--- src/mspt_pkg.sv ---
// Package for the main storage pattern test block: constants, types and map
package mspt_pkg;
   localparam int ADDR_W = 19;
   localparam int DATA_W = 32;
   localparam int INV_BIT = 16;
   localparam logic [DATA_W-1:0] PAT_ONES = 32'hFFFFFFFF;
   localparam logic [DATA_W-1:0] PAT_ZEROS = 32'h00000000;
   localparam logic [DATA_W-1:0] PAT_WORST = 32'hAAAA5555;
   localparam logic [DATA_W-1:0] PAT_WORST_REV = 32'h5555AAAA;
   localparam logic [ADDR_W-1:0] ADDR_LAST_RST = 19'h7FFFF;
   // Register map, word aligned byte offsets
   localparam logic [7:0] OFS_CTRL = 8'h00;
   localparam logic [7:0] OFS_STAT = 8'h04;
   localparam logic [7:0] OFS_IRQ = 8'h08;
   localparam logic [7:0] OFS_MASK = 8'h0C;
   localparam logic [7:0] OFS_LAST = 8'h10;
   localparam logic [7:0] OFS_ADDR = 8'h14;
   // Control fields
   localparam int CTRL_SEL_LSB = 0;
   localparam int CTRL_WRITE = 3;
   localparam int CTRL_STOP_CHK = 4;
   localparam int CTRL_INVERT = 5;
   localparam int CTRL_START = 8;
   localparam logic [31:0] CTRL_RST = 32'h00000000;
   // Interrupt bits: done, halted by check, error seen
   localparam int IRQ_DONE = 0;
   localparam int IRQ_HALT = 1;
   localparam int IRQ_ERR = 2;
   localparam logic [3:0] MASK_RST = 4'h0;
   typedef enum logic [2:0] {SEL_PROCESS, SEL_ONES, SEL_ZEROS, SEL_WORST, SEL_WORST_REV} mspt_sel_t;
   typedef enum {ST_IDLE, ST_FILL} mspt_state_t;
   typedef struct packed {
      logic wr;
      logic prot_bypass;
      logic [ADDR_W-1:0] addr;
      logic [DATA_W-1:0] data;
   } mspt_store_req_t;
endpackage : mspt_pkg

--- src/mspt_top.sv ---
// Main storage pattern test: fill engine, address inversion and register slave
`timescale 1ns/10ps
module mspt_top
(
   input wire logic clk,
   input wire logic rst_n,
   input wire logic sys_reset,
   input wire logic storage_error,
   input wire logic [mspt_pkg::ADDR_W-1:0] cpu_addr,
   input wire logic hsel,
   input wire logic [31:0] haddr,
   input wire logic [1:0] htrans,
   input wire logic hwrite,
   input wire logic [2:0] hsize,
   input wire logic [31:0] hwdata,
   input wire logic hready,
   output logic [31:0] hrdata,
   output logic hreadyout,
   output logic hresp,
   output mspt_pkg::mspt_store_req_t store_q,
   output logic [mspt_pkg::ADDR_W-1:0] storage_address_register,
   output logic test_lamp,
   output logic irq
);
   import mspt_pkg::*;

   logic rst_s1_q;
   logic rst_s2_q;
   logic [31:0] ctrl_q;
   logic [31:0] ctrl_d;
   logic [2:0] status_q;
   logic [2:0] mask_q;
   logic [ADDR_W-1:0] last_q;
   mspt_state_t state_q;
   mspt_state_t state_d;
   logic [ADDR_W-1:0] fill_addr_q;
   logic dph_wr_q;
   logic [7:0] dph_ofs_q;
   logic [31:0] rd_mux;
   logic [31:0] rd_next;

   // Reset released through two flops; the asserting edge stays asynchronous
   always_ff @(posedge clk or negedge rst_n)
   begin
      if (!rst_n)
      begin
         rst_s1_q <= 1'b0;
         rst_s2_q <= 1'b0;
      end
      else
      begin
         rst_s1_q <= 1'b1;
         rst_s2_q <= rst_s1_q;
      end
   end

   // Bus address phase accept and data phase write decode
   wire addr_take = hsel && hready && htrans[1];
   wire wr_ctrl = dph_wr_q && (dph_ofs_q == OFS_CTRL);
   wire wr_irq = dph_wr_q && (dph_ofs_q == OFS_IRQ);
   wire wr_mask = dph_wr_q && (dph_ofs_q == OFS_MASK);
   wire wr_last = dph_wr_q && (dph_ofs_q == OFS_LAST);

   // Control field decode
   wire [2:0] sel_raw = ctrl_q[CTRL_SEL_LSB +: 3];
   wire write_key = ctrl_q[CTRL_WRITE];
   wire stop_chk = ctrl_q[CTRL_STOP_CHK];
   wire invert_key = ctrl_q[CTRL_INVERT];
   wire start_pulse = wr_ctrl && hwdata[CTRL_START];
   wire filling = (state_q == ST_FILL);

   // Pattern choice; unused selector codes cannot start a fill, yet still light the test lamp
   logic [DATA_W-1:0] pattern;
   always_comb
   begin
      case (sel_raw)
         3'(SEL_ONES): pattern = PAT_ONES;
         3'(SEL_ZEROS): pattern = PAT_ZEROS;
         3'(SEL_WORST): pattern = PAT_WORST;
         3'(SEL_WORST_REV): pattern = PAT_WORST_REV;
         default: pattern = PAT_ZEROS;
      endcase
   end
   wire sel_test = (sel_raw >= 3'(SEL_ONES)) && (sel_raw <= 3'(SEL_WORST_REV));

   // Termination causes
   wire chk_stop = filling && storage_error && stop_chk;
   wire at_last = filling && (fill_addr_q == last_q);
   wire begin_fill = (state_q == ST_IDLE) && start_pulse && write_key && sel_test && !sys_reset;

   // Fill sequencer
   always_comb
   begin
      state_d = state_q;
      case (state_q)
         ST_IDLE: if (begin_fill) state_d = ST_FILL;
         ST_FILL: if (sys_reset || chk_stop || at_last) state_d = ST_IDLE;
         default: state_d = ST_IDLE;
      endcase
   end

   // Address source: the fill counter during a test, the processor otherwise
   wire [ADDR_W-1:0] raw_addr = filling ? fill_addr_q : cpu_addr;
   wire [ADDR_W-1:0] inv_mask = invert_key ? (ADDR_W'(1) << INV_BIT) : '0;
   wire [ADDR_W-1:0] eff_addr = raw_addr ^ inv_mask;

   // Sticky events; a new event beats a write-one clear in the same cycle
   wire [2:0] evt = {filling && storage_error, chk_stop, filling && at_last && !chk_stop && !sys_reset};
   wire [2:0] status_d = (status_q & ~(wr_irq ? hwdata[2:0] : 3'h0)) | evt;

   // Control register; start is a self-clearing strobe and never stored
   always_comb
   begin
      ctrl_d = ctrl_q;
      if (wr_ctrl)
         ctrl_d = {26'h0, hwdata[5:0]};
   end

   always_ff @(posedge clk or negedge rst_s2_q)
   begin
      if (!rst_s2_q)
      begin
         state_q <= ST_IDLE;
         fill_addr_q <= '0;
         ctrl_q <= CTRL_RST;
         status_q <= 3'h0;
         mask_q <= MASK_RST[2:0];
         last_q <= ADDR_LAST_RST;
      end
      else
      begin
         state_q <= state_d;
         fill_addr_q <= begin_fill ? '0 : (filling ? fill_addr_q + 1'b1 : fill_addr_q);
         ctrl_q <= ctrl_d;
         status_q <= status_d;
         if (wr_mask)
            mask_q <= hwdata[2:0];
         if (wr_last)
            last_q <= hwdata[ADDR_W-1:0];
      end
   end

   // Storage port and lamps, all registered
   always_ff @(posedge clk or negedge rst_s2_q)
   begin
      if (!rst_s2_q)
      begin
         store_q <= '0;
         storage_address_register <= '0;
         test_lamp <= 1'b0;
         irq <= 1'b0;
      end
      else
      begin
         store_q.wr <= filling;
         store_q.prot_bypass <= filling;
         store_q.addr <= eff_addr;
         store_q.data <= pattern;
         storage_address_register <= eff_addr;
         test_lamp <= (sel_raw != 3'(SEL_PROCESS));
         irq <= |(status_d & mask_q);
      end
   end

   // Read mux on the address phase, so read data leaves a flop in the data phase.
   // Limitation: a read right behind a write to the same register sees the old value.
   always_comb
   begin
      case (haddr[7:0])
         OFS_CTRL: rd_mux = ctrl_q;
         OFS_STAT: rd_mux = {30'h0, sel_test, filling};
         OFS_IRQ: rd_mux = {29'h0, status_q};
         OFS_MASK: rd_mux = {29'h0, mask_q};
         OFS_LAST: rd_mux = {13'h0, last_q};
         OFS_ADDR: rd_mux = {13'h0, fill_addr_q};
         default: rd_mux = 32'h00000000;
      endcase
   end
   assign rd_next = (addr_take && !hwrite) ? rd_mux : 32'h00000000;

   // Bus data phase capture; zero wait states, always OKAY, all outputs registered
   always_ff @(posedge clk or negedge rst_s2_q)
   begin
      if (!rst_s2_q)
      begin
         dph_wr_q <= 1'b0;
         dph_ofs_q <= 8'h00;
         hrdata <= 32'h00000000;
         hreadyout <= 1'b1;
         hresp <= 1'b0;
      end
      else
      begin
         dph_wr_q <= addr_take && hwrite;
         dph_ofs_q <= haddr[7:0];
         hrdata <= rd_next;
         hreadyout <= 1'b1;
         hresp <= 1'b0;
      end
   end
endmodule : mspt_top

--- config.mk ---
export PLATFORM = sky130hd
export DESIGN_NAME = mspt_top
export DESIGN_NICKNAME = d
export VERILOG_FILES = /design/src/mspt_pkg.sv /design/src/mspt_top.sv
export SDC_FILE = /design/constraint.sdc
export NUM_CORES = 1
export LEC_CHECK = 0
export ABC_AREA = 1
export ABC_CLOCK_PERIOD_IN_PS = 3900
export BUFFER_PORTS_ARGS = -buffer_cell sky130_fd_sc_hd__buf_2
export CAP_MARGIN = 20
export CORE_ASPECT_RATIO = 2
export CORE_MARGIN = 4
export CORE_UTILIZATION = 50
export DETAILED_ROUTE_END_ITERATION = 10
export PLACE_DENSITY = 0.83
export SYNTH_ARGS = -nofsm -noshare
export SYNTH_HDL_FRONTEND = slang
export SYNTH_SLANG_ARGS = --single-unit
--- constraint.sdc ---
create_clock -name clk -period 3.9 [get_ports clk]
set_clock_uncertainty 0.05 [all_clocks]
set_input_delay 0.78 -clock clk [delete_from_list [all_inputs] [get_ports clk]]
set_output_delay 0.78 -clock clk [all_outputs]
set_load 0.05 [all_outputs]
After elaboration in Yosys (flattened, before gate mapping)
Cells that the tools add are included.
{ "classes": {"add_sub_neg": 1, "magnitude_cmp": 2, "eq_ne": 16, "muxes": 11, "bitwise": 5, "reduce_logical": 33} }
{ "ops": {"columns": ["op", "count"], "rows": [
  ["$pmux 19 s6", 1],
  ["$mux 32", 3],
  ["$pmux 32 s3", 1],
  ["$logic_not 32->1", 2],
  ["$pmux 32 s2", 1],
  ["$mux 19", 3],
  ["$eq 32x1->1 const B", 1],
  ["$eq 32x2->1 const B", 1],
  ["$eq 8x4->1 const B", 4],
  ["$eq 8x5->1 const B", 3],
  ["$logic_and 1x1->1", 20],
  ["$add 19x1->19 const B", 1],
  ["$eq 19x19->1", 1],
  ["$xor 19x17->19", 1],
  ["$mux 17", 1],
  ["$logic_not 8->1", 2],
  ["$eq 8x3->1 const B", 1],
  ["$and 3x3->3", 2],
  ["$ne 2x2->1 const B", 2],
  ["$eq 3x1->1 const B", 1],
  ["$eq 3x2->1 const B", 1],
  ["$eq 3x3->1 const B", 1],
  ["$ge 3x1->1 const B", 1],
  ["$le 3x3->1 const B", 1],
  ["9 further kinds", 12]
]} }
{ "totals": {"regBits": 179, "in_bits": 95, "output_inout_bits": 108, "wordCells": 84} }

Depth between registers and ports, before layout
{ "logic_depth": {"ltp_word": 9, "depth_mapped": 11, "ltp_nobuf": 11} }

Worst setup path after synthesis
OpenSTA, ideal clock, no wires.
{ "synth_path": {"path_type": "register -> output", "startpoint": "reg, netlist name store_q[29]", "endpoint": "out store_q[10] (netlist bit)", "arrival_time_ns": 1.134, "required_ns": 3.070, "slack_ns": 1.936, "stages_incl_launch_ff": 2, "path_buffers": 1, "cell_sequence": "dfrtp_1 buf_4"} }
{ "synth_rtl": {"columns": ["element", "line_no", "source"], "rows": [
  ["end, declared", "mspt_top.sv:20", "output mspt_pkg::mspt_store_req_t store_q,"]
]} }

Worst setup path after layout
{ "layout_path": {"startpoint": "reg state_q[0]", "endpoint": "reg fill_addr_q[11]"} }
{ "layout_between": {"elab_chain_cells": 6, "word_cells_on_any_way": 8, "cone_classes": "1 x eq/ne; 1 x mux; 6 x reduce/logical"} }
{ "layout_lines": {"columns": ["element", "line_no", "source"], "rows": [
  ["start, declared", "mspt_top.sv:34", "mspt_state_t state_q;"],
  ["start signal, assigned", "mspt_top.sv:132", "state_q <= state_d;"],
  ["$logic_not 32->1", "mspt_top.sv:89", "wire begin_fill = (state_q == ST_IDLE) && start_pulse && write_key && sel_test && !sys_reset;"],
  ["$logic_and 1x1->1 (4 in series)", "mspt_top.sv:89", null],
  ["$mux 19 or $reduce_bool 2->1 (tied branches)", null, null],
  ["end signal, assigned", "mspt_top.sv:133", "fill_addr_q <= begin_fill ? '0 : (filling ? fill_addr_q + 1'b1 : fill_addr_q);"],
  ["end, declared", "mspt_top.sv:36", "logic [ADDR_W-1:0] fill_addr_q;"]
]} }
Several ways; a longest one is shown, not always the timed one.
A chain may end at the register's enable or synchronous reset.

==> impl_metrics.toml <==
[setup_path]
cp_slowest_stage_delay_ns = 0.63
worstSetupPathType = "flop to flop"
regToRegStartpoint = "state_q[0]$_DFFE_PN0P_"
critPathTopFamily = "buffers and inverters"
endpoint_kind = "flop"
required_ns = 4.07
startpoint_type = "flop"
worst-path-buf-inv = 2
arrival_ns = 2.65
path_max_fanout = 46
path_cells = "inv_2 > nand4_1 > inv_1 > nand2_1 > o21ai_0 > a21oi_1"
cp_slowest_cell = "inv_2"
rrSetupSlack_ns = 1.42
startpoint = "state_q[0]$_DFFE_PN0P_"

[clock_network]
cts.sinks = 105
cts_hold_buf = 0
cts_tree = "yes"
cts.clk_slew.worst_paths_ns = 0.07
cts_buffers = 9
root_buffer = "clkbuf_16"
cts.htree.levels = 3
cts_setup_buffers = 0
clk_latency_ns = 0.35
cts-resized-gates = 0
cts_buffer_depth = 2

[pwr]
p_sw_share_pct = 25.2
pwr-share-clk_pct = 40.7
pwr-share-seq_pct = 49.1
switchingPower_mw = 0.585
power_density_nw_per_um2 = 383
p_leak_nw = 3.29
intPower_mw = 1.74
p_comb_share_pct = 10.2
ir_drop_v = 0.000289
power_mw = 2.32

[sta]
rsz0062_at_grt = "false"
drv_slew = 0
post-route-period-util_pct = 63.6
setup_viol = 0
setup_tns_ns = 0
tightest_slew_ns = 0.704
finalWorstSetupSlack_ns = 1.42
fmax_mhz = 403
finalHoldViolations = 0
max_slew_margin_pct = 53.0
min_period_ns = 2.48

[route]
ant_nets = 0
wirelength_mm = 12.9
vias_per_cell = 4.98
vias = 4245
firstDrtPassIters = 5
wl_per_cell_um = 15.1
drt_iter0_drc = 272
drc = 0

[floorplan]
core_area_sq_um = 10500
pin_count = 203
die_h_um = 154
die_area_sq_um = 12500
rows = 53
initial_core_util_pct = 51.0
die_w_um = 81.1

[finish]
syn_to_final_growth_pct = 13.6
post_route_cells_drive_above_1_share_pct = 32.1
final_common_cell = "nand2_1"
fillCellCount = 975
antenna_cells = 0
regArea_sq_um = 2660
nNetsFinal = 807
multiInputGateArea_sq_um = 1910
mostFrequentLayoutCells = "160 x nand2_1, 146 x buf_2, 85 x dfrtp_1"

[synthesis]
synth_mux_area_share_pct = 2.60
syn_area_sq_um = 5350
yosysWarnings = 0
synth_compound_area_share_pct = 8.43
yosys_register_bits = 105
synth_cell_types = 35
yosysSeqAreaShare_pct = 49.6
synth_top_family_by_area = "simple AND/OR/NAND/NOR gates"
synthSimpleGateAreaFrac_pct = 21.3
avgSynthCellArea_sq_um = 8.68
syn-instance-count = 616
synth_xor_area_share_pct = 1.97
yosys.area_share.adder_pct = 0.234

[global_routing]
grt_pass1_wl_mm = 20.0
grt_pass1_vias = 4274
antenna_found_initial = 0
grt_use_total_pct = 21.2
gr-total-overflow = 0
grt_max_degree = 82

[min_path]
hold_class = "input pin to async pin"

[placed_design]
place.gp.congestion = 0.902
dp_slack_ns = 1.48
io_buffers = 146
dp_hpwl_mm = 9.74

[job]
maxCapViolations = 0

[status]
run_status = "complete, no violations"
[metrics by stage]
stage	instance area [sq um]	hold slack (ns)	cells	utilization, %
after floorplan	5400	0.281	630	-
after global placement	5730	0.286	836	54.7
after detailed placement	5730	0.286	836	54.7
after CTS	6050	0.146	852	57.7
after global routing	6070	0.141	853	58.0
final	6070	0.154	853	58.0
[power groups by stage]
| stage | clock network (mW) | logic, mW | registers [mW] |
|---|---|---|---|
| after detailed placement | 0 | 0.224 | 1.17 |
| final | 0.945 | 0.238 | 1.14 |
| after global placement | 0 | 0.222 | 1.17 |
| after global routing | 1.01 | 0.255 | 1.14 |
| after floorplan | 0 | 0.147 | 1.20 |
| after CTS | 0.963 | 0.225 | 1.15 |
[state kept, by name, summed over array words and instances, names as in the netlist, 3 cells and up]
name and count:
mask_q 3, dph_ofs_q 8, store_q 3, fill_addr_q 19, status_q 3, last_q 19
hrdata 19, storage_address_register 19, ctrl_q 6
[cells by family after synthesis]
| kind of cell | after synthesis |
|---|---|
| AOI/OAI and AO/OA | 81 |
| xor gates and xnor gates | 12 |
| adders and majority gates | 1 |
| buffers and inverters | 148 |
| DFF | 105 |
| muxes | 12 |
| other | 2 |
| and+or+nand+nor | 255 |
[area by class of cell]
class | count | share of cell area, %
well taps | 137 | 2.82
multi-input cells | 377 | 31.4
flip-flops and latches | 105 | 43.7
clock buffers | 11 | 3.83
clock inverters | 5 | 1.32
repair buffers | 148 | 12.6
inverters | 70 | 4.33
[cell usage after synthesis]
library cell | n | area (sq um)
nand2_1 | 160 | 601
dfrtp_1 | 86 | 2150
buf_4 | 65 | 488
inv_1 | 63 | 236
o21ai_0 | 46 | 230
nor2_1 | 38 | 143
a21oi_1 | 19 | 95.1
dfstp_2 | 19 | 499
nand3_1 | 17 | 85.1
mux2_2 | 11 | 124
nor3_1 | 11 | 55.1
nand4_1 | 9 | 56.3
xnor2_1 | 9 | 78.8
a21oi_2 | 8 | 70.1
inv_2 | 7 | 26.3
nor2_2 | 6 | 37.5
buf_6 | 5 | 56.3
clkbuf_1 | 5 | 18.8
nor3_2 | 4 | 40.0
a31oi_1 | 3 | 18.8
buf_2 | 3 | 15.0
nand2_2 | 3 | 18.8
o22ai_1 | 3 | 18.8
xor2_1 | 3 | 26.3
conb_1 | 2 | 7.51
nand2_4 | 2 | 22.5
ha_1 | 1 | 12.5
mux2_4 | 1 | 15.0
nand3_2 | 1 | 10.0
nand4_4 | 1 | 21.3
nor2_4 | 1 | 11.3
nor3_4 | 1 | 16.3
nor4_4 | 1 | 21.3
o211ai_2 | 1 | 12.5
o21ai_1 | 1 | 5.00
[routing by layer]
metal  GRT usage, %  wire (um)  share of wire [%]
met5              0          0                  0
met4           13.6        794                6.2
met3           4.14        697                5.4
met2           38.8       7030                 55
met1           20.8       4360                 34
[worst paths after layout]
check,depth (start not counted),endpoint
worst max-delay path,6,fill_addr_q[11]$_DFFE_PN0P_
min in group clk,0,rst_s2_q$_DFF_PN0_
max in group asynchronous,2,fill_addr_q[1]$_DFFE_PN0P_
worst max register to register,6,fill_addr_q[11]$_DFFE_PN0P_
worst min-delay path,1,rst_s2_q$_DFF_PN0_
worst min register to register,0,hrdata[4]$_DFF_PN0_
Power figures use the tool's default switching activity.
